$ cat src/logic/ecnt_params.svh
`ifndef ECNT_PARAMS_SVH
`define ECNT_PARAMS_SVH

// ----------------------------------------------------------------
// Register addresses
// ----------------------------------------------------------------
`define ECNT_ADDR_PORT3_DIR 16'hff23
`define ECNT_ADDR_ISC 16'hff4f
`define ECNT_ADDR_CLKSEL0 16'hff6a
`define ECNT_ADDR_MODE0 16'hff6b
`define ECNT_ADDR_CLKSEL1 16'hff8c
`define ECNT_ADDR_MODE1 16'hff43
`define ECNT_ADDR_CLKSEL2 16'hff5b
`define ECNT_ADDR_MODE2 16'hff5c
`define ECNT_ADDR_CMP0 16'hff70
`define ECNT_ADDR_CNT0 16'hff71
`define ECNT_ADDR_CMP1 16'hff72
`define ECNT_ADDR_CNT1 16'hff73
`define ECNT_ADDR_CMP2 16'hff74
`define ECNT_ADDR_CNT2 16'hff75
`define ECNT_ADDR_CASC_CTRL 16'hff76
`define ECNT_ADDR_UPPER_LO 16'hff77
`define ECNT_ADDR_UPPER_HI 16'hff78

// ----------------------------------------------------------------
// Field positions, masks and reset values
// ----------------------------------------------------------------
`define ECNT_BIT_COUNT_EN 7
`define ECNT_BIT_CASC_EN 7
`define ECNT_CLKSEL_MSB 2
`define ECNT_ISC_MSB 5
`define ECNT_P3_DIR_LSB 1
`define ECNT_P3_DIR_MSB 4
`define ECNT_RST_PORT3_DIR 8'hff
`define ECNT_RST_ZERO 8'h00
`define ECNT_RST_UPPER 16'h0000
`define ECNT_PORT3_FIXED_ONES 8'he1
`define ECNT_PORT3_IMPL_MASK 8'h1e
`define ECNT_ONE_BYTE 8'h01
`define ECNT_ONE_WORD 16'h0001

// ----------------------------------------------------------------
// Count clock and serial pin selection codes
// ----------------------------------------------------------------
`define ECNT_SEL_EDGE_FALL 3'h0
`define ECNT_SEL_EDGE_RISE 3'h1
`define ECNT_SEL_2 3'h2
`define ECNT_SEL_3 3'h3
`define ECNT_SEL_4 3'h4
`define ECNT_SEL_5 3'h5
`define ECNT_SEL_6 3'h6
`define ECNT_SEL_7 3'h7
`define ECNT_SERSEL_LO 2'h0
`define ECNT_SERSEL_HI 2'h2

// ----------------------------------------------------------------
// Prescaler taps, as powers of two of the peripheral clock
// ----------------------------------------------------------------
`define ECNT_PRESC_W 13
`define ECNT_DIV_P0 0
`define ECNT_DIV_P1 1
`define ECNT_DIV_P2 2
`define ECNT_DIV_P4 4
`define ECNT_DIV_P6 6
`define ECNT_DIV_P8 8
`define ECNT_DIV_P12 12
`define ECNT_DIV_P13 13

`endif

$ cat src/logic/ecnt_pkg.sv
package ecnt_pkg;

  // Per-counter configuration as software leaves it
  typedef struct packed {
    logic count_enable_bit;
    logic [2:0] clock_select_reg;
    logic [7:0] compare_value_reg;
  } ecnt_chan_cfg_t;

  // Input switch fields, bit 5 down to bit 0
  typedef struct packed {
    logic serial_pin_select_hi;
    logic serial_pin_select_lo;
    logic serial_rx_input_enable;
    logic event_gate_select;
    logic capture_src_select;
    logic irq0_src_select;
  } ecnt_isc_t;

  typedef enum logic [1:0] {
    UP_IDLE,
    UP_ARMED,
    UP_RUN
  } ecnt_up_state_t;

endpackage

$ cat src/logic/ecnt_prescaler.sv
`timescale 1ns/10ps
`include "ecnt_params.svh"

module ecnt_prescaler
(
  input wire logic clk,
  input wire logic srst,
  output logic [`ECNT_PRESC_W:0] div_tick
);

  logic [`ECNT_PRESC_W-1:0] presc;
  logic [`ECNT_PRESC_W-1:0] next_presc;

  // ----------------------------------------------------------------
  // Free-running divider
  // ----------------------------------------------------------------
  // Never stopped, so a counter start lands anywhere in a count clock period
  always_comb
  begin
    next_presc = presc + {{(`ECNT_PRESC_W-1){1'b0}}, 1'b1};
  end

  always_ff @(posedge clk)
  begin
    if (srst)
    begin
      presc <= '0;
    end
    else
    begin
      presc <= next_presc;
    end
  end

  assign div_tick[0] = 1'b1;

  // Tap k pulses once every 2^k clocks
  genvar k;
  generate
    for (k = 1; k <= `ECNT_PRESC_W; k++)
    begin : g_tap
      assign div_tick[k] = &presc[k-1:0];
    end
  endgenerate

endmodule

$ cat src/logic/ecnt_channel.sv
`timescale 1ns/10ps
`include "ecnt_params.svh"

module ecnt_channel
(
  input wire logic clk,
  input wire logic srst,
  input ecnt_pkg::ecnt_chan_cfg_t cfg,
  input wire logic tick,
  output logic [7:0] count_register,
  output logic match_pulse
);

  logic [7:0] next_count;
  logic next_match;

  // ----------------------------------------------------------------
  // Count and compare
  // ----------------------------------------------------------------
  always_comb
  begin
    next_count = count_register;
    next_match = 1'b0;
    if (!cfg.count_enable_bit)
    begin
      next_count = `ECNT_RST_ZERO;
    end
    else if (tick)
    begin
      if (count_register == cfg.compare_value_reg)
      begin
        next_count = `ECNT_RST_ZERO;
        next_match = 1'b1;
      end
      else
      begin
        next_count = count_register + `ECNT_ONE_BYTE;
      end
    end
  end

  always_ff @(posedge clk)
  begin
    if (srst)
    begin
      count_register <= `ECNT_RST_ZERO;
      match_pulse <= 1'b0;
    end
    else
    begin
      count_register <= next_count;
      match_pulse <= next_match;
    end
  end

endmodule

$ cat src/logic/ecnt_top.sv
`timescale 1ns/10ps
`include "ecnt_params.svh"

module ecnt_top
(
  input wire logic MCLK,
  input wire logic SRST,
  input wire logic [15:0] ADDR,
  input wire logic [7:0] WDATA,
  input wire logic WR,
  input wire logic RD,
  output logic [7:0] RDATA,
  input wire logic EVENT_INPUT_PIN,
  input wire logic GATING_TIMER_OUTPUT,
  input wire logic TIMER_H1_OUTPUT,
  input wire logic CAPTURE_PIN,
  input wire logic EXT_IRQ0_PIN,
  input wire logic SERIAL_PIN_LO,
  input wire logic SERIAL_PIN_HI,
  output logic [2:0] MATCH_INTERRUPT,
  output logic CAPTURE_INPUT,
  output logic EXTERNAL_IRQ0_INPUT,
  output logic SERIAL_RECEIVE_INPUT,
  output logic [3:0] PORT3_OE
);

  // ----------------------------------------------------------------
  // Register state
  // ----------------------------------------------------------------
  ecnt_pkg::ecnt_chan_cfg_t cfg [3];
  ecnt_pkg::ecnt_chan_cfg_t next_cfg [3];
  ecnt_pkg::ecnt_isc_t input_source_select;
  ecnt_pkg::ecnt_isc_t next_isc;
  logic [7:0] port3_direction;
  logic [7:0] next_port3_direction;
  logic casc_enable;
  logic next_casc_enable;
  logic [7:0] next_rdata;

  logic [7:0] count_register [3];
  logic [2:0] match;
  logic [2:0] tick;
  logic [`ECNT_PRESC_W:0] div_tick;

  logic event_gated;
  logic event_prev;
  logic next_event_prev;
  logic h1_prev;
  logic next_h1_prev;
  logic event_rise;
  logic event_fall;
  logic h1_rise;

  ecnt_pkg::ecnt_up_state_t up_state;
  ecnt_pkg::ecnt_up_state_t next_up_state;
  logic [15:0] upper_16bit_counter;
  logic [15:0] next_upper;

  // ----------------------------------------------------------------
  // Register writes
  // ----------------------------------------------------------------
  // Writes land whenever they come; a compare rewritten mid-run takes effect
  // at once and may skip a match, so software stops the counter first
  always_comb
  begin
    next_cfg = cfg;
    next_isc = input_source_select;
    next_port3_direction = port3_direction;
    next_casc_enable = casc_enable;
    if (WR)
    begin
      case (ADDR)
        `ECNT_ADDR_CLKSEL0: next_cfg[0].clock_select_reg = WDATA[`ECNT_CLKSEL_MSB:0];
        `ECNT_ADDR_CLKSEL1: next_cfg[1].clock_select_reg = WDATA[`ECNT_CLKSEL_MSB:0];
        `ECNT_ADDR_CLKSEL2: next_cfg[2].clock_select_reg = WDATA[`ECNT_CLKSEL_MSB:0];
        `ECNT_ADDR_MODE0: next_cfg[0].count_enable_bit = WDATA[`ECNT_BIT_COUNT_EN];
        `ECNT_ADDR_MODE1: next_cfg[1].count_enable_bit = WDATA[`ECNT_BIT_COUNT_EN];
        `ECNT_ADDR_MODE2: next_cfg[2].count_enable_bit = WDATA[`ECNT_BIT_COUNT_EN];
        `ECNT_ADDR_CMP0: next_cfg[0].compare_value_reg = WDATA;
        `ECNT_ADDR_CMP1: next_cfg[1].compare_value_reg = WDATA;
        `ECNT_ADDR_CMP2: next_cfg[2].compare_value_reg = WDATA;
        `ECNT_ADDR_ISC: next_isc = WDATA[`ECNT_ISC_MSB:0];
        `ECNT_ADDR_PORT3_DIR: next_port3_direction = WDATA | `ECNT_PORT3_FIXED_ONES;
        `ECNT_ADDR_CASC_CTRL: next_casc_enable = WDATA[`ECNT_BIT_CASC_EN];
        default: next_casc_enable = casc_enable;
      endcase
    end
  end

  // ----------------------------------------------------------------
  // Register reads
  // ----------------------------------------------------------------
  // Read data is registered, so it appears the clock after RD
  always_comb
  begin
    next_rdata = RDATA;
    if (RD)
    begin
      next_rdata = `ECNT_RST_ZERO;
      case (ADDR)
        `ECNT_ADDR_CLKSEL0: next_rdata[`ECNT_CLKSEL_MSB:0] = cfg[0].clock_select_reg;
        `ECNT_ADDR_CLKSEL1: next_rdata[`ECNT_CLKSEL_MSB:0] = cfg[1].clock_select_reg;
        `ECNT_ADDR_CLKSEL2: next_rdata[`ECNT_CLKSEL_MSB:0] = cfg[2].clock_select_reg;
        `ECNT_ADDR_MODE0: next_rdata[`ECNT_BIT_COUNT_EN] = cfg[0].count_enable_bit;
        `ECNT_ADDR_MODE1: next_rdata[`ECNT_BIT_COUNT_EN] = cfg[1].count_enable_bit;
        `ECNT_ADDR_MODE2: next_rdata[`ECNT_BIT_COUNT_EN] = cfg[2].count_enable_bit;
        `ECNT_ADDR_CMP0: next_rdata = cfg[0].compare_value_reg;
        `ECNT_ADDR_CMP1: next_rdata = cfg[1].compare_value_reg;
        `ECNT_ADDR_CMP2: next_rdata = cfg[2].compare_value_reg;
        `ECNT_ADDR_CNT0: next_rdata = count_register[0];
        `ECNT_ADDR_CNT1: next_rdata = count_register[1];
        `ECNT_ADDR_CNT2: next_rdata = count_register[2];
        `ECNT_ADDR_ISC: next_rdata[`ECNT_ISC_MSB:0] = input_source_select;
        `ECNT_ADDR_PORT3_DIR: next_rdata = port3_direction | `ECNT_PORT3_FIXED_ONES;
        `ECNT_ADDR_CASC_CTRL: next_rdata[`ECNT_BIT_CASC_EN] = casc_enable;
        `ECNT_ADDR_UPPER_LO: next_rdata = upper_16bit_counter[7:0];
        `ECNT_ADDR_UPPER_HI: next_rdata = upper_16bit_counter[15:8];
        default: next_rdata = `ECNT_RST_ZERO;
      endcase
    end
  end

  always_ff @(posedge MCLK)
  begin
    if (SRST)
    begin
      for (int i = 0; i < 3; i++)
      begin
        cfg[i] <= '0;
      end
      input_source_select <= '0;
      port3_direction <= `ECNT_RST_PORT3_DIR;
      casc_enable <= 1'b0;
      RDATA <= `ECNT_RST_ZERO;
    end
    else
    begin
      cfg <= next_cfg;
      input_source_select <= next_isc;
      port3_direction <= next_port3_direction;
      casc_enable <= next_casc_enable;
      RDATA <= next_rdata;
    end
  end

  // ----------------------------------------------------------------
  // Input switching
  // ----------------------------------------------------------------
  // Gating with a low level can itself make a falling edge; users of
  // falling-edge counting with the gate on must allow for it
  assign event_gated = input_source_select.event_gate_select ?
    (EVENT_INPUT_PIN & GATING_TIMER_OUTPUT) : EVENT_INPUT_PIN;

  always_comb
  begin
    unique case ({input_source_select.serial_pin_select_hi, input_source_select.serial_pin_select_lo})
      `ECNT_SERSEL_HI: SERIAL_RECEIVE_INPUT = SERIAL_PIN_HI;
      `ECNT_SERSEL_LO: SERIAL_RECEIVE_INPUT = SERIAL_PIN_LO & input_source_select.serial_rx_input_enable;
      default: SERIAL_RECEIVE_INPUT = 1'b0;
    endcase
  end

  assign CAPTURE_INPUT = input_source_select.capture_src_select ? SERIAL_RECEIVE_INPUT : CAPTURE_PIN;
  assign EXTERNAL_IRQ0_INPUT = input_source_select.irq0_src_select ? SERIAL_RECEIVE_INPUT : EXT_IRQ0_PIN;

  // Direction 0 means output buffer on
  assign PORT3_OE = ~port3_direction[`ECNT_P3_DIR_MSB:`ECNT_P3_DIR_LSB];

  // ----------------------------------------------------------------
  // Edge detection
  // ----------------------------------------------------------------
  always_comb
  begin
    next_event_prev = event_gated;
    next_h1_prev = TIMER_H1_OUTPUT;
  end

  always_ff @(posedge MCLK)
  begin
    if (SRST)
    begin
      event_prev <= 1'b0;
      h1_prev <= 1'b0;
    end
    else
    begin
      event_prev <= next_event_prev;
      h1_prev <= next_h1_prev;
    end
  end

  assign event_rise = event_gated & ~event_prev;
  assign event_fall = ~event_gated & event_prev;
  assign h1_rise = TIMER_H1_OUTPUT & ~h1_prev;

  // ----------------------------------------------------------------
  // Count clock selection
  // ----------------------------------------------------------------
  ecnt_prescaler u_presc
  (
    .clk(MCLK),
    .srst(SRST),
    .div_tick(div_tick)
  );

  // Taps are shared and free-running, hence a start error of up to one
  // count clock period
  always_comb
  begin
    case (cfg[0].clock_select_reg)
      `ECNT_SEL_2: tick[0] = div_tick[`ECNT_DIV_P0];
      `ECNT_SEL_3: tick[0] = div_tick[`ECNT_DIV_P1];
      `ECNT_SEL_4: tick[0] = div_tick[`ECNT_DIV_P2];
      `ECNT_SEL_5: tick[0] = div_tick[`ECNT_DIV_P6];
      `ECNT_SEL_6: tick[0] = div_tick[`ECNT_DIV_P8];
      `ECNT_SEL_7: tick[0] = div_tick[`ECNT_DIV_P13];
      default: tick[0] = 1'b0;
    endcase
    case (cfg[1].clock_select_reg)
      `ECNT_SEL_2: tick[1] = div_tick[`ECNT_DIV_P0];
      `ECNT_SEL_3: tick[1] = div_tick[`ECNT_DIV_P1];
      `ECNT_SEL_4: tick[1] = div_tick[`ECNT_DIV_P4];
      `ECNT_SEL_5: tick[1] = div_tick[`ECNT_DIV_P6];
      `ECNT_SEL_6: tick[1] = div_tick[`ECNT_DIV_P8];
      `ECNT_SEL_7: tick[1] = h1_rise;
      default: tick[1] = 1'b0;
    endcase
    case (cfg[2].clock_select_reg)
      `ECNT_SEL_EDGE_FALL: tick[2] = event_fall;
      `ECNT_SEL_EDGE_RISE: tick[2] = event_rise;
      `ECNT_SEL_2: tick[2] = div_tick[`ECNT_DIV_P0];
      `ECNT_SEL_3: tick[2] = div_tick[`ECNT_DIV_P1];
      `ECNT_SEL_4: tick[2] = div_tick[`ECNT_DIV_P4];
      `ECNT_SEL_5: tick[2] = div_tick[`ECNT_DIV_P6];
      `ECNT_SEL_6: tick[2] = div_tick[`ECNT_DIV_P8];
      default: tick[2] = div_tick[`ECNT_DIV_P12];
    endcase
  end

  // ----------------------------------------------------------------
  // Counters
  // ----------------------------------------------------------------
  // Each channel matches on the tick that finds count equal to compare,
  // giving compare plus one ticks between interrupts
  genvar n;
  generate
    for (n = 0; n < 3; n++)
    begin : g_chan
      ecnt_channel u_chan
      (
        .clk(MCLK),
        .srst(SRST),
        .cfg(cfg[n]),
        .tick(tick[n]),
        .count_register(count_register[n]),
        .match_pulse(match[n])
      );
    end
  endgenerate

  assign MATCH_INTERRUPT = match;

  // ----------------------------------------------------------------
  // Upper 16-bit cascade counter
  // ----------------------------------------------------------------
  // Counts match pulses of the third counter; the first pulse after start
  // is swallowed by the start synchroniser, wraps are not
  always_comb
  begin
    next_up_state = up_state;
    next_upper = upper_16bit_counter;
    if (!casc_enable)
    begin
      next_up_state = ecnt_pkg::UP_IDLE;
      next_upper = `ECNT_RST_UPPER;
    end
    else
    begin
      unique case (up_state)
        ecnt_pkg::UP_IDLE:
        begin
          next_up_state = ecnt_pkg::UP_ARMED;
        end
        ecnt_pkg::UP_ARMED:
        begin
          if (match[2])
          begin
            next_up_state = ecnt_pkg::UP_RUN;
          end
        end
        ecnt_pkg::UP_RUN:
        begin
          if (match[2])
          begin
            next_upper = upper_16bit_counter + `ECNT_ONE_WORD;
          end
        end
        default: next_up_state = ecnt_pkg::UP_IDLE;
      endcase
    end
  end

  always_ff @(posedge MCLK)
  begin
    if (SRST)
    begin
      up_state <= ecnt_pkg::UP_IDLE;
      upper_16bit_counter <= `ECNT_RST_UPPER;
    end
    else
    begin
      up_state <= next_up_state;
      upper_16bit_counter <= next_upper;
    end
  end

endmodule

$ cat config.mk
export PLATFORM = sky130hd
export DESIGN_NAME = ecnt_top
export DESIGN_NICKNAME = d
export VERILOG_FILES = /design/src/logic/ecnt_pkg.sv /design/src/logic/ecnt_prescaler.sv /design/src/logic/ecnt_channel.sv /design/src/logic/ecnt_top.sv
export VERILOG_INCLUDE_DIRS = /design/src /design/src/logic
export SDC_FILE = /design/constraint.sdc
export NUM_CORES = 1
export LEC_CHECK = 0
export BUFFER_PORTS_ARGS = -buffer_cell sky130_fd_sc_hd__buf_2
export CORE_MARGIN = 2
export CORE_UTILIZATION = 50
export CTS_CLUSTER_DIAMETER = 100
export DETAILED_ROUTE_END_ITERATION = 10
export MAX_ROUTING_LAYER = met4
export PLACE_DENSITY = 0.69
export SYNTH_ARGS = -nofsm -noshare
export SYNTH_HDL_FRONTEND = slang
export SYNTH_HIERARCHICAL = 1
export SYNTH_SLANG_ARGS = --single-unit
$ cat constraint.sdc
create_clock -name MCLK -period 2.82 [get_ports MCLK]
set_input_delay 0.141 -clock MCLK [delete_from_list [all_inputs] [get_ports MCLK]]
set_output_delay 0.141 -clock MCLK [all_outputs]
set_load 0.1 [all_outputs]
# [After elaboration in Yosys (flattened, before gate mapping)]
# Index checks and enable logic that the tools add are counted.
[op_classes] bitwise=17 eq_ne=42 muxes=19 n_reduce_logical=30 addsub=5
[ops] op="16-bit equality test, second input constant" count=17
[ops] op="3-bit case mux with 13 select lines" count=1
[ops] op="3-bit equality test, second input constant" count=11
[ops] op="3-bit case mux with 10 select lines" count=1
[ops] op="2-bit AND reduction" count=15
[ops] op="8-bit by 1-bit adder with 8-bit output, second input constant" count=3
[ops] op="8-bit equality test" count=3
[ops] op="8-bit two-way mux" count=3
[ops] op="3-bit by 2-bit equality test with 1-bit output, second input constant" count=6
[ops] op="16-bit by 1-bit adder with 16-bit output, second input constant" count=1
[ops] op="13-bit by 1-bit adder with 13-bit output, second input constant" count=1
[ops] op="1-bit case mux with 13 select lines" count=1
[ops] op="13-bit AND reduction" count=1
[ops] op="1-bit case mux with 6 select lines" count=2
[ops] op="12-bit AND reduction" count=1
[ops] op="1-bit inverter" count=11
[ops] op="1-bit case mux with 9 select lines" count=1
[ops] op="3-bit OR reduction" count=3
[ops] op="8-bit AND reduction" count=1
[ops] op="2-bit OR reduction" count=4
[ops] op="1-bit case mux with 7 select lines" count=1
[ops] op="1-bit two-way mux" count=6
[ops] op="2-bit case mux with 3 select lines" count=1
[ops] op="6-bit AND reduction" count=1
[ops] op="other kinds (11)" count=17
[totals] register_bits=115 in_bits=35 out_inout_bits=18

# [Logic depth before layout (Yosys ltp)]
# Gate-level depths: netlist of run 1.
[depth] ltp_word=7 depth_mapped=12

# [Cells and area by module]
# Netlist of run 1, hierarchy kept.
[modules_own_cells] module="ecnt_top" cells_per_inst=531 area_each_um2=4341.7 n_inst=1
[modules_own_cells] module="ecnt_channel" cells_per_inst=54 area_each_um2=496.7 n_inst=3
[modules_own_cells] module="ecnt_prescaler" cells_per_inst=69 area_each_um2=646.9 n_inst=1

# [Least setup slack after synthesis of run 1]
# Ideal clock, no wire load.
[synth_path] path_type="reg2out" from="reg input_source_select[3] (netlist bit)" to="out CAPTURE_INPUT" required_ns=2.679 n_path_buf=0 arrival_ns=2.531 stages_incl_launch_ff=6 path_slack_ns=0.148 cell_sequence="dfxtp_1 > nand2_1 > nor2_1 > a21oi_1 > nor2_1 > mux2_2"
[synth_between] elab_chain_cells=3
[synth_lines] item="start: declaration" line="ecnt_top.sv:32" text="ecnt_pkg::ecnt_isc_t input_source_select;"
[synth_lines] item="start signal: assignment" line="ecnt_top.sv:139" text="input_source_select <= next_isc;"
[synth_lines] item="1-bit AND" line="ecnt_top.sv:158" text="`ECNT_SERSEL_LO: SERIAL_RECEIVE_INPUT = SERIAL_PIN_LO & input_source_select.serial_rx_input_enable;"
[synth_lines] item="1-bit case mux with 2 select lines" line="ecnt_top.sv:156" text="unique case ({input_source_select.serial_pin_select_hi, input_source_select.serial_pin_select_lo})"
[synth_lines] item="net SERIAL_RECEIVE_INPUT" line="ecnt_top.sv:23" text="output logic SERIAL_RECEIVE_INPUT,"
[synth_lines] item="1-bit two-way mux" line="ecnt_top.sv:163" text="assign CAPTURE_INPUT = input_source_select.capture_src_select ? SERIAL_RECEIVE_INPUT : CAPTURE_PIN;"
[synth_lines] item="end: declaration" line="ecnt_top.sv:21" text="output logic CAPTURE_INPUT,"
# The timed path passes the listed nets, and every way through them passes these cells.

# [Worst setup path after layout of run 1]
[layout_path] from="reg u_presc.presc[1]" to="reg g_chan[0].u_chan.count_register[7]"
[layout_between] elab_chain_cells=2
[layout_lines] item="start: declaration" line="ecnt_prescaler.sv:11" text="logic [`ECNT_PRESC_W-1:0] presc;"
[layout_lines] item="start signal: assignment" line="ecnt_prescaler.sv:31" text="presc <= next_presc;"
[layout_lines] item="2-bit AND reduction" line="ecnt_prescaler.sv:42" text="assign div_tick[k] = &presc[k-1:0];"
[layout_lines] item="net div_tick[2]" line="ecnt_top.sv:43" text="logic [`ECNT_PRESC_W:0] div_tick;"
[layout_lines] item="1-bit case mux with 6 select lines" line="ecnt_top.sv:210" text="case (cfg[0].clock_select_reg)"
[layout_lines] item="net tick[0]" line="ecnt_top.sv:42" text="logic [2:0] tick;"
[layout_lines] item="end signal: assignment" line="ecnt_channel.sv:46" text="count_register <= `ECNT_RST_ZERO;"
[layout_lines] item="end signal: assignment" line="ecnt_channel.sv:51" text="count_register <= next_count;"
[layout_lines] item="end: declaration" line="ecnt_channel.sv:10" text="output logic [7:0] count_register,"
# The timed path passes the listed nets, and every way through them passes these cells.
# A chain may end at the register's enable or synchronous reset.

==> results.py, run 1 <==
metrics = {
    "status": {
        "status": "finished clean",
    },
    "power_and_ir_drop": {
        "combPwrFrac_pct": 5.3,
        "cellPowerDensity_nw_per_um2": 524,
        "swShare_pct": 23.0,
        "pwr-share-seq_pct": 42.2,
        "leakage_nw": 2.53,
        "clkPwrFrac_pct": 52.5,
        "p_int_mw": 2.99,
        "power_mw": 3.88,
        "vdd_drop_max_mv": 0.425,
        "p_sw_uw": 893,
    },
    "clocking": {
        "cts_inserted_buffers": 17,
        "cts_root_buf": "clkbuf_16",
        "cts_sinks": 115,
        "cts.htree.levels": 4,
        "cts.path.max_buffers": 2,
        "path_clk_slew_ns": 0.06,
        "tritoncts": "built",
        "insertion_delay_ns": 0.42,
    },
    "final_layout": {
        "mostFrequentLayoutCell": "dfxtp_1",
        "n_antenna_cell": 0,
        "final_cells": 993,
        "fin_nets": 852,
        "drive_above_1_share_pct": 17.3,
        "stdcell_area_sq_um": 7400,
        "area_growth_pct": 14.5,
        "final_cell_mix": "dfxtp_1, nand2_1, nor2_1, buf_2, a21oi_1",
    },
    "grt": {
        "overflow": 0,
        "grt_pass1_vias": 5785,
        "antenna_found_initial": 0,
        "grt_pass1_wl_microns": 31300,
        "grt_use_total_pct": 29.7,
        "grt_max_degree": 48,
    },
    "detailed_routing": {
        "first_pass_iters": 5,
        "wl_per_cell_microns": 19.8,
        "ant_nets": 0,
        "viasPerCell": 6.10,
        "num_vias": 6057,
        "route.detailed.drc": 0,
        "routed_wl_microns": 19700,
        "drtIter0Drc": 740,
    },
    "critical_path": {
        "path_buf_inv": 1,
        "cp-end-kind": "register",
        "crit_type": "register to register",
        "cp_top_family": "simple AND/OR/NAND/NOR gates",
        "cp_slowest_stage_delay_ns": 0.38,
        "startpoint_type": "register",
        "worstPathRequired_ns": 3.10,
        "critPathArrivalTime_ns": 2.91,
        "cp_cell_sequence": "ha_1 -> nand4_1 -> nor4_4 -> and2_1 -> mux4_2 -> nand2_1 -> o21ai_0 -> buf_4 -> nand4_1 -> nor3_1 -> xnor2_1 -> nor2_1",
        "crit_top_cell": "nand4_1",
        "slowest_stage": "dfxtp_1",
        "crit_path_max_fanout": 5,
    },
    "floorplanning": {
        "ios": 53,
        "die_height_microns": 118,
        "coreArea_sq_um": 12600,
        "rows": 41,
        "die_area_sq_um": 13900,
        "initial_core_util_pct": 51.2,
        "die_w_microns": 118,
    },
    "synth": {
        "synth_cells": 759,
        "syn_avg_cell_area_sq_um": 8.52,
        "synth_nets": 802,
        "netlist_area_sq_um": 6460,
        "ys_warn_count": 6,
    },
    "timing": {
        "final.period_utilization_pct": 92.9,
        "report.final.setup_viol": 0,
        "tns_ns": 0,
        "worst_slew_pin_slew_ns": 0.736,
        "finalCriticalPeriod_ns": 2.62,
        "hold_viol": 0,
        "relSlewSlack_pct": 50.6,
        "final_max_slew_viol_count": 0,
        "clock_skew_ns": 0.00686,
        "clock.fmax_ghz": 0.382,
    },
    "placed_design": {
        "gp_congestion": 0.982,
        "port_buffers": 52,
        "dp_hpwl_microns": 14200,
        "placed_cell_area_sq_um": 6830,
        "dp_cells": 960,
    },
    "run": {
        "max_cap_violations": 0,
    },
    "min_path": {
        "hold_class": "input port to register",
    },
}
==> layout make-up <==
| cell class | count | area (sq um) |
|---|---|---|
| clock inverters | 4 | 47.5 |
| fillers | 1172 | 5220 |
| flip-flops and latches | 115 | 2300 |
| clock buffers | 27 | 503 |
| multi-input cells | 584 | 3860 |
| repair buffers | 70 | 398 |
| well taps | 172 | 215 |
| inverters | 21 | 78.8 |
==> power groups by stage <==
stage	sequential (mW)	combinational, mW	clock, mW
after floorplan	1.68	0.124	0
after global placement	1.67	0.196	0
after detailed placement	1.67	0.199	0
after CTS	1.64	0.200	2.05
after global routing	1.64	0.217	2.12
final	1.64	0.205	2.04
==> worst min-delay path: stages <==
cell,delay [ns]
buf_2,0.15
nand2_1,0.07
a21oi_1,0.06
==> path summary, 6_finish.rpt <==
kind / start / to / slack [ns] / cells after the start
min: WDATA[6] / cfg[30] / 0.04 / 3
max reg2reg: u_presc/presc[1] / g_chan[0].u_chan/count_register[7] / 0.20 / 12
max: u_presc/presc[1] / g_chan[0].u_chan/count_register[7] / 0.20 / 12
min reg2reg: up_state[1] / up_state[0] / 0.45 / 1
==> state kept, by name, summed over array words and instances, names as in the netlist, 3 cells and up <==
signal,cells
cfg,36
g_chan.u_chan/count_register,24
upper_16bit_counter,16
u_presc/presc,13
RDATA,8
input_source_select,6
port3_direction,4
g_chan.u_chan/match_pulse,3
==> what timing repair did <==
action                                 4_1_cts  5_1_grt
hold buffers                                 1        0
setup endpoints to repair                    0       24
setup buffers                                0        1
endpoints found under the hold margin        1        0
resized for setup                            0        2
==> through the flow <==
step	setup slack, ns	util, %	hold WS (ns)
floorplan	0.148	-	0.213
global placement	0.221	54.1	0.371
detailed placement	0.0902	54.1	0.400
CTS	0.0464	58.6	0.0225
global route	-0.00565	58.7	0.0412
finish	0.200	58.7	0.0434
==> per-layer routing <==
metal	part of all wire (%)	GRT usage, %	up-vias
li1	-	-	2816
met1	43	38.8	2860
met5	0	-	-
met4	3.0	11.8	0
met2	44	43.5	333
met3	10	7.99	48
Note: power is estimated with default switching activity, not from simulation.
==> run 2: changes to the inputs <==
--- a/config.mk
+++ b/config.mk
@@ -7,13 +7,11 @@
 export NUM_CORES = 1
 export LEC_CHECK = 0
 export BUFFER_PORTS_ARGS = -buffer_cell sky130_fd_sc_hd__buf_2
-export CORE_MARGIN = 2
 export CORE_UTILIZATION = 50
 export CTS_CLUSTER_DIAMETER = 100
 export DETAILED_ROUTE_END_ITERATION = 10
 export MAX_ROUTING_LAYER = met4
-export PLACE_DENSITY = 0.69
+export PLACE_DENSITY = 0.71
 export SYNTH_ARGS = -nofsm -noshare
 export SYNTH_HDL_FRONTEND = slang
-export SYNTH_HIERARCHICAL = 1
 export SYNTH_SLANG_ARGS = --single-unit
==> constraint.sdc (replaced) <==
create_clock -name MCLK -period 2.3 [get_ports MCLK]
set_input_delay 0.115 -clock MCLK [delete_from_list [all_inputs] [get_ports MCLK]]
set_output_delay 0.115 -clock MCLK [all_outputs]
set_load 0.1 [all_outputs]
==> run 2 against run 1 <==
Compared with the run above: flip-flop and latch count is the same; design area grew 1.3%; die area shrank 5.3%; synthesized cell count grew 0.66%; power grew 29%; register-to-register slack lost 0.04 ns; hold slack lost 0.034 ns; maximum frequency grew 22%; first-iteration DRC count grew 2.0%; critical path depth shrank 5; count of clock-buffer cells in the layout shrank 6; routed wire length grew 8.6%; critical path type unchanged.
==> results.py, run 2 <==
metrics = {
    "status": {
        "status": "finished clean",
    },
    "detailed_routing": {
        "ant_nets": 0,
        "viasPerCell": 6.19,
        "drtIter0Drc": 755,
        "first_pass_iters": 5,
        "wl_per_cell_microns": 21.0,
        "routed_wl_microns": 21400,
        "route.detailed.drc": 0,
        "num_vias": 6292,
    },
    "placed_design": {
        "port_buffers": 52,
        "placed_cell_area_sq_um": 6860,
        "gp_congestion": 0.975,
        "dp_hpwl_microns": 15900,
        "dp_cells": 984,
    },
    "synth": {
        "synth_top_family_by_area": "simple AND/OR/NAND/NOR gates",
        "yosys-top-cells-area": "dfxtp_1, nand2_1, xor2_1",
        "synth_cells": 764,
        "ys_async_sr_fraction_pct": 0,
        "netlist_area_sq_um": 6330,
        "synthTopCellsByCount": "dfxtp_1, nand2_1, nor2_1",
        "synth_seq_cells": 115,
        "yosys.area_share.xor_xnor_pct": 7.05,
        "syn_avg_cell_area_sq_um": 8.29,
        "post-synth-top-count-cell": "dfxtp_1",
        "synth_mux_area_share_pct": 4.03,
        "synth_top_cell_area_share_pct": 36.3,
        "synth-edff-count": 0,
        "synthAdderAreaFrac_pct": 0.988,
        "yosysSeqAreaShare_pct": 36.3,
        "yosysTopAreaCell": "dfxtp_1",
        "ys_warn_count": 0,
        "synth-main-ff-cell": "dfxtp_1",
        "synth-compound-area-share_pct": 16.6,
        "yosys.area_share.simple_pct": 30.5,
        "synth_nets": 804,
        "synth_cell_type_count": 76,
    },
    "timing": {
        "hold_viol": 0,
        "report.final.setup_viol": 0,
        "clock_skew_ns": 0.00700,
        "clock.fmax_ghz": 0.466,
        "relSlewSlack_pct": 46.5,
        "final_max_slew_viol_count": 0,
        "finalCriticalPeriod_ns": 2.14,
        "rsz0062_at_grt": "no",
        "tns_ns": 0,
        "final.period_utilization_pct": 93.2,
        "worst_slew_pin_slew_ns": 0.802,
    },
    "critical_path": {
        "r2r_setup_slack_ns": 0.16,
        "startpoint_type": "register",
        "crit_path_max_fanout": 8,
        "crit_top_cell": "o21ai_0",
        "critPathArrivalTime_ns": 2.48,
        "ff2ff_path_depth": 7,
        "cp-end-kind": "register",
        "cp_slowest_stage_delay_ns": 0.50,
        "worstPathRequired_ns": 2.64,
        "slowest_stage": "or4_1",
        "worstReg2RegStart": "u_presc.presc[0]",
        "r2r_end": "g_chan[1].u_chan.count_register[4]",
        "cp_cell_sequence": "ha_1 -> nand3_2 -> o21ai_0 -> a31oi_1 -> nand2b_1 -> or4_1 -> o21ai_0",
        "crit_type": "register to register",
    },
    "power_and_ir_drop": {
        "pwr-share-seq_pct": 40.0,
        "power_mw": 5.01,
        "leakage_nw": 2.89,
        "combPwrFrac_pct": 5.0,
        "cellPowerDensity_nw_per_um2": 668,
        "swShare_pct": 22.6,
        "clkPwrFrac_pct": 55.0,
        "vdd_drop_max_mv": 0.569,
        "p_sw_mw": 1.13,
        "p_int_mw": 3.87,
    },
    "grt": {
        "grt_max_degree": 69,
        "overflow": 0,
        "grt_pass1_vias": 5982,
        "grt_pass1_wl_microns": 33100,
        "antenna_found_initial": 0,
        "grt_use_total_pct": 35.0,
    },
    "clocking": {
        "cts.path.max_buffers": 2,
        "cts_sinks": 115,
        "cts_inserted_buffers": 17,
        "path_clk_slew_ns": 0.06,
        "cts.htree.levels": 4,
        "insertion_delay_ns": 0.42,
        "tritoncts": "built",
        "cts_root_buf": "clkbuf_16",
    },
    "final_layout": {
        "num-fill-cells": 1095,
        "drive_above_1_share_pct": 18.1,
        "stdcell_area_sq_um": 7500,
        "area_growth_pct": 18.3,
        "largest_register": "cfg",
        "final_cells": 1017,
        "fin_nets": 877,
        "final_cell_mix": "dfxtp_1, nand2_1, nor2_1, a21oi_1, buf_2",
        "mostFrequentLayoutCell": "dfxtp_1",
        "n_antenna_cell": 0,
        "largest_reg_flops": 36,
        "reg.largest.list": "cfg: 36 flops, g_chan.u_chan.count_register: 24 flops, upper_16bit_counter: 16 flops",
    },
    "floorplanning": {
        "die_w_microns": 115,
        "die_height_microns": 115,
        "coreArea_sq_um": 12200,
        "initial_core_util_pct": 52.1,
        "ios": 53,
        "die_area_sq_um": 13100,
        "rows": 40,
    },
    "min_path": {
        "hold_class": "input port to register",
        "holdPathStages": 3,
        "holdPathEnd": "cfg[18]",
        "hp-start": "WDATA[6]",
    },
    "run": {
        "max_cap_violations": 0,
    },
}
[run 2: cell count changes in the layout (fill, tap and decap cells not counted), sizes merged, moves of 7 or more]
cell    delta
xnor2     -19
mux2i      +8
o21ai      +9
nor2       -7
nor2b      -7
a31oi      +7
a32oi      -7
buf       +19
nand2b     -7
nand2     -11
xor2      +19
[run 2: metal layers]
metal,vias up,routed length [microns],track usage (%)
li1,2943,-,-
met1,3003,9040,43.8
met2,291,9720,54.0
met3,55,1680,6.99
met4,0,915,17.0
met5,-,0,-
[run 2: worst max-delay path, delay by kind of cell (launching register included)]
family	cells	cell delay [ns]
DFF	1	0.33
adders and majority gates	1	0.21
and+or+nand+nor	3	0.98
AOI/OAI and AO/OA	3	0.54
[run 2: kinds of logic (layout without fill, tap and decap cells)]
group                      after synthesis  after routing
AOI/OAI and AO/OA                      156            156
adders and majority gates                5              5
buffers and inverters                   54            139
xor gates and xnor gates                51             51
and+or+nand+nor                        358            358
DFF                                    115            115
muxes                                   25             25
[run 2: repair_timing]
action	in CTS	in global routing
hold endpoints to repair	2	0
gates resized for setup	0	5
setup endpoints to repair	0	13
hold buffers	2	0
buffers inserted	0	0
[run 2: area by class of cell]
cell class                 count  area [sq um]  area share [%]
sequential                   115          2300            30.7
tap                          168           210            2.80
inverter                      18          67.6           0.901
clock inverter                10           159            2.12
clock buffer                  21           440            5.87
timing repair buffer          90           551            7.34
multi-input combinational    595          3770            50.3
[run 2: how the worst max path moves through the flow]
stage	startpoint	end	slack (ns)	cells after the start
2_1_floorplan	input_source_select[3]	CAPTURE_INPUT	0.20	5
3_3_place_gp	ADDR[4]	RDATA[1]	0.10	7
3_5_place_dp	ADDR[4]	RDATA[1]	0.03	7
4_1_cts	u_presc.presc[0]	g_chan[1].u_chan.count_register[4]	0.03	7
5_1_grt	u_presc.presc[0]	g_chan[1].u_chan.count_register[6]	0.03	7
6_report	u_presc.presc[0]	g_chan[1].u_chan.count_register[4]	0.16	7
[run 2: power by group through the flow]
stage                     clock network, mW  logic, mW  registers [mW]
after global routing                   2.85      0.263            2.00
after floorplan                           0      0.134            2.06
after CTS                              2.76      0.245            2.01
after global placement                    0      0.240            2.05
final                                  2.75      0.249            2.01
after detailed placement                  0      0.241            2.05
[run 2: stage by stage]
stage	hold WS (ns)	utilization [%]	setup slack [ns]
finish	0.00955	61.6	0.156
global route	0.0000399	61.6	0.0306
CTS	0.00246	61.5	0.0260
detailed placement	0.394	56.4	0.0339
global placement	0.378	56.4	0.100
floorplan	0.243	-	0.200
==> run 3: changes to the inputs <==
--- a/config.mk
+++ b/config.mk
@@ -6,12 +6,13 @@
 export SDC_FILE = /design/constraint.sdc
 export NUM_CORES = 1
 export LEC_CHECK = 0
-export BUFFER_PORTS_ARGS = -buffer_cell sky130_fd_sc_hd__buf_2
+export BUFFER_PORTS_ARGS = -buffer_cell sky130_fd_sc_hd__clkbuf_2
 export CORE_UTILIZATION = 50
 export CTS_CLUSTER_DIAMETER = 100
 export DETAILED_ROUTE_END_ITERATION = 10
 export MAX_ROUTING_LAYER = met4
 export PLACE_DENSITY = 0.71
+export RECOVER_POWER = 100
 export SYNTH_ARGS = -nofsm -noshare
 export SYNTH_HDL_FRONTEND = slang
 export SYNTH_SLANG_ARGS = --single-unit
==> run 3 against run 2 <==
Compared with the run above: the run now ends with capacitance limit, slew limit left; design area decreased by 0.27%; maximum frequency decreased by 3.2%; routed wire length increased by 2.7%; die area unchanged; first-iteration DRC count decreased by 28%; clock power decreased by 3%; via count increased by 1.4%; critical path depth unchanged; cell count increased by 0.88%; power decreased by 1.7%; flip-flop and latch count unchanged.
==> results.py, run 3 (same netlist as run 2, synthesis figures left out) <==
metrics = {
    "grt": {
        "grt_pass1_wl_microns": 34200,
        "grtUsageMet1_pct": 43.2,
        "grt_use_total_pct": 36.2,
        "overflow": 0,
        "met2_usage_pct": 58.7,
        "busiest_layer": "met2",
        "grtUsageMet3_pct": 8.10,
        "grt_max_degree": 69,
        "grt_pass1_vias": 6223,
        "antenna_found_initial": 0,
    },
    "clocking": {
        "cts.path.max_buffers": 2,
        "path_clk_slew_ns": 0.05,
        "cts.htree.levels": 4,
        "tritoncts": "built",
        "cts_inserted_buffers": 17,
        "insertion_delay_ns": 0.42,
        "cts_root_buf": "clkbuf_16",
        "cts_sinks": 115,
    },
    "placed_design": {
        "dp_cells": 991,
        "pre_cts_slack_ns": 0.0993,
        "dp_hpwl_microns": 16400,
        "gp_congestion": 0.924,
        "port_buffers": 52,
    },
    "final_layout": {
        "drive_above_1_share_pct": 16.1,
        "largest_register": "cfg",
        "reg.largest.list": "cfg: 36 flops, g_chan.u_chan.count_register: 24 flops, upper_16bit_counter: 16 flops",
        "largest_reg_flops": 36,
        "final_cells": 1026,
        "area_growth_pct": 18.0,
        "mostFrequentLayoutCell": "dfxtp_1",
        "final_cell_mix": "dfxtp_1, nand2_1, nor2_1, a21oi_1, nand3_1",
        "fin_nets": 886,
        "n_antenna_cell": 0,
    },
    "floorplanning": {
        "coreArea_sq_um": 12200,
        "die_area_sq_um": 13100,
        "ios": 53,
        "initial_core_util_pct": 52.1,
        "die_height_microns": 115,
        "rows": 40,
        "die_w_microns": 115,
    },
    "timing": {
        "final.period_utilization_pct": 96.3,
        "worst_slew_pin_slew_ns": 1.52,
        "clock.fmax_ghz": 0.451,
        "rsz0062_at_grt": "yes",
        "tns_ns": 0,
        "fin_ws_ns": 0.0844,
        "hold_viol": 0,
        "final_max_slew_viol_count": 69,
        "clock_skew_ns": 0.00842,
        "finalCriticalPeriod_ns": 2.22,
        "report.final.setup_viol": 0,
        "relSlewSlack_pct": -1.36,
    },
    "status": {
        "status": "finished, violations left",
        "violations": "capacitance limit, slew limit",
    },
    "detailed_routing": {
        "first_pass_iters": 5,
        "wl_per_cell_microns": 21.4,
        "routed_wl_microns": 21900,
        "route.detailed.drc": 0,
        "drtIter0Drc": 542,
        "num_vias": 6382,
        "viasPerCell": 6.22,
        "ant_nets": 0,
    },
    "critical_path": {
        "cp_cell_sequence": "ha_1 -> nand3_1 -> a2111oi_1 -> a31oi_1 -> nand2b_2 -> or4_1 -> o21ai_0",
        "worstReg2RegStart": "u_presc.presc[0]",
        "crit_path_max_fanout": 7,
        "cp-end-kind": "register",
        "crit_type": "register to register",
        "startpoint_type": "register",
        "slowest_stage": "or4_1",
        "worstPathRequired_ns": 2.64,
        "cp_slowest_stage_delay_ns": 0.48,
        "critPathArrivalTime_ns": 2.55,
        "worstSetupStartpoint": "u_presc.presc[0]",
    },
    "power_and_ir_drop": {
        "cellPowerDensity_nw_per_um2": 658,
        "leakage_nw": 2.83,
        "vdd_drop_max_mv": 0.561,
    },
    "min_path": {
        "hold_class": "input port to register",
        "hp-start": "WDATA[4]",
    },
    "run": {
        "max_cap_violations": 1,
    },
}
[run 3: changes by cell type in the layout (fill, tap and decap cells not counted), moves of 2 or more]
cell,delta
nor4_4,-2
dlygate4sd3_1,+2
clkbuf_1,+19
nor4_2,+2
a2111oi_2,-2
clkbuf_2,+37
clkinvlp_4,+2
clkbuf_8,+2
buf_2,-52
[run 3: critical path: cells and delay by family, from the launching register on]
kind | cells | cell delay [ns]
AND/OR/NAND/NOR | 3 | 0.99
AO/OA/AOI/OAI | 3 | 0.60
flip-flops | 1 | 0.34
adder cells (fa/ha/maj) | 1 | 0.20
[run 3: path summary, 6_finish.rpt]
kind / endpoint / slack [ns] / cells past startpoint
worst min-delay path: cfg[4] / 0.02 / 3
worst max-delay path: g_chan[1].u_chan.count_register[6] / 0.08 / 7
worst min register to register: input_source_select[4] / 0.48 / 2
worst max register to register: g_chan[1].u_chan.count_register[6] / 0.08 / 7
[run 3: layout make-up]
cell class	count	area, sq um
flip-flops and latches	115	2300
clock inverters	9	130
fillers	1133	4680
repair buffers	99	582
clock buffers	22	464
well taps	168	210
inverters	18	67.6
multi-input cells	595	3720
[run 3: where the power goes]
group          internal (mW)  switching [mW]  total (mW)
logic                 0.0739           0.173       0.247
registers               2.00         0.00458        2.01
clock network           1.75           0.923        2.67
total                   3.82            1.10        4.92
[run 3: stage by stage]
step | hold slack [ns] | instance area [sq um] | util, % | power [mW]
floorplan | 0.243 | 6340 | - | 2.19
global placement | 0.382 | 6910 | 56.8 | 2.29
detailed placement | 0.386 | 6910 | 56.8 | 2.29
CTS | 0.0104 | 7550 | 62.1 | 4.94
global route | 0.0272 | 7480 | 61.5 | 5.05
finish | 0.0241 | 7480 | 61.5 | 4.92
[run 3: routing by layer]
layer / vias to the layer above / share of wire (%) / wire, microns
met3: 55 / 7.1 / 1570
met4: 0 / 3.5 / 757
met1: 3082 / 42 / 9110
li1: 2958 / - / -
met2: 287 / 48 / 10500
met5: - / 0 / 0
[run 3: timing repair]
item                                   CTS  global route
buffers inserted                         0             0
hold buffers                             4             0
setup endpoints to repair                0            13
endpoints found under the hold margin    5             0
resized for setup                        0             5
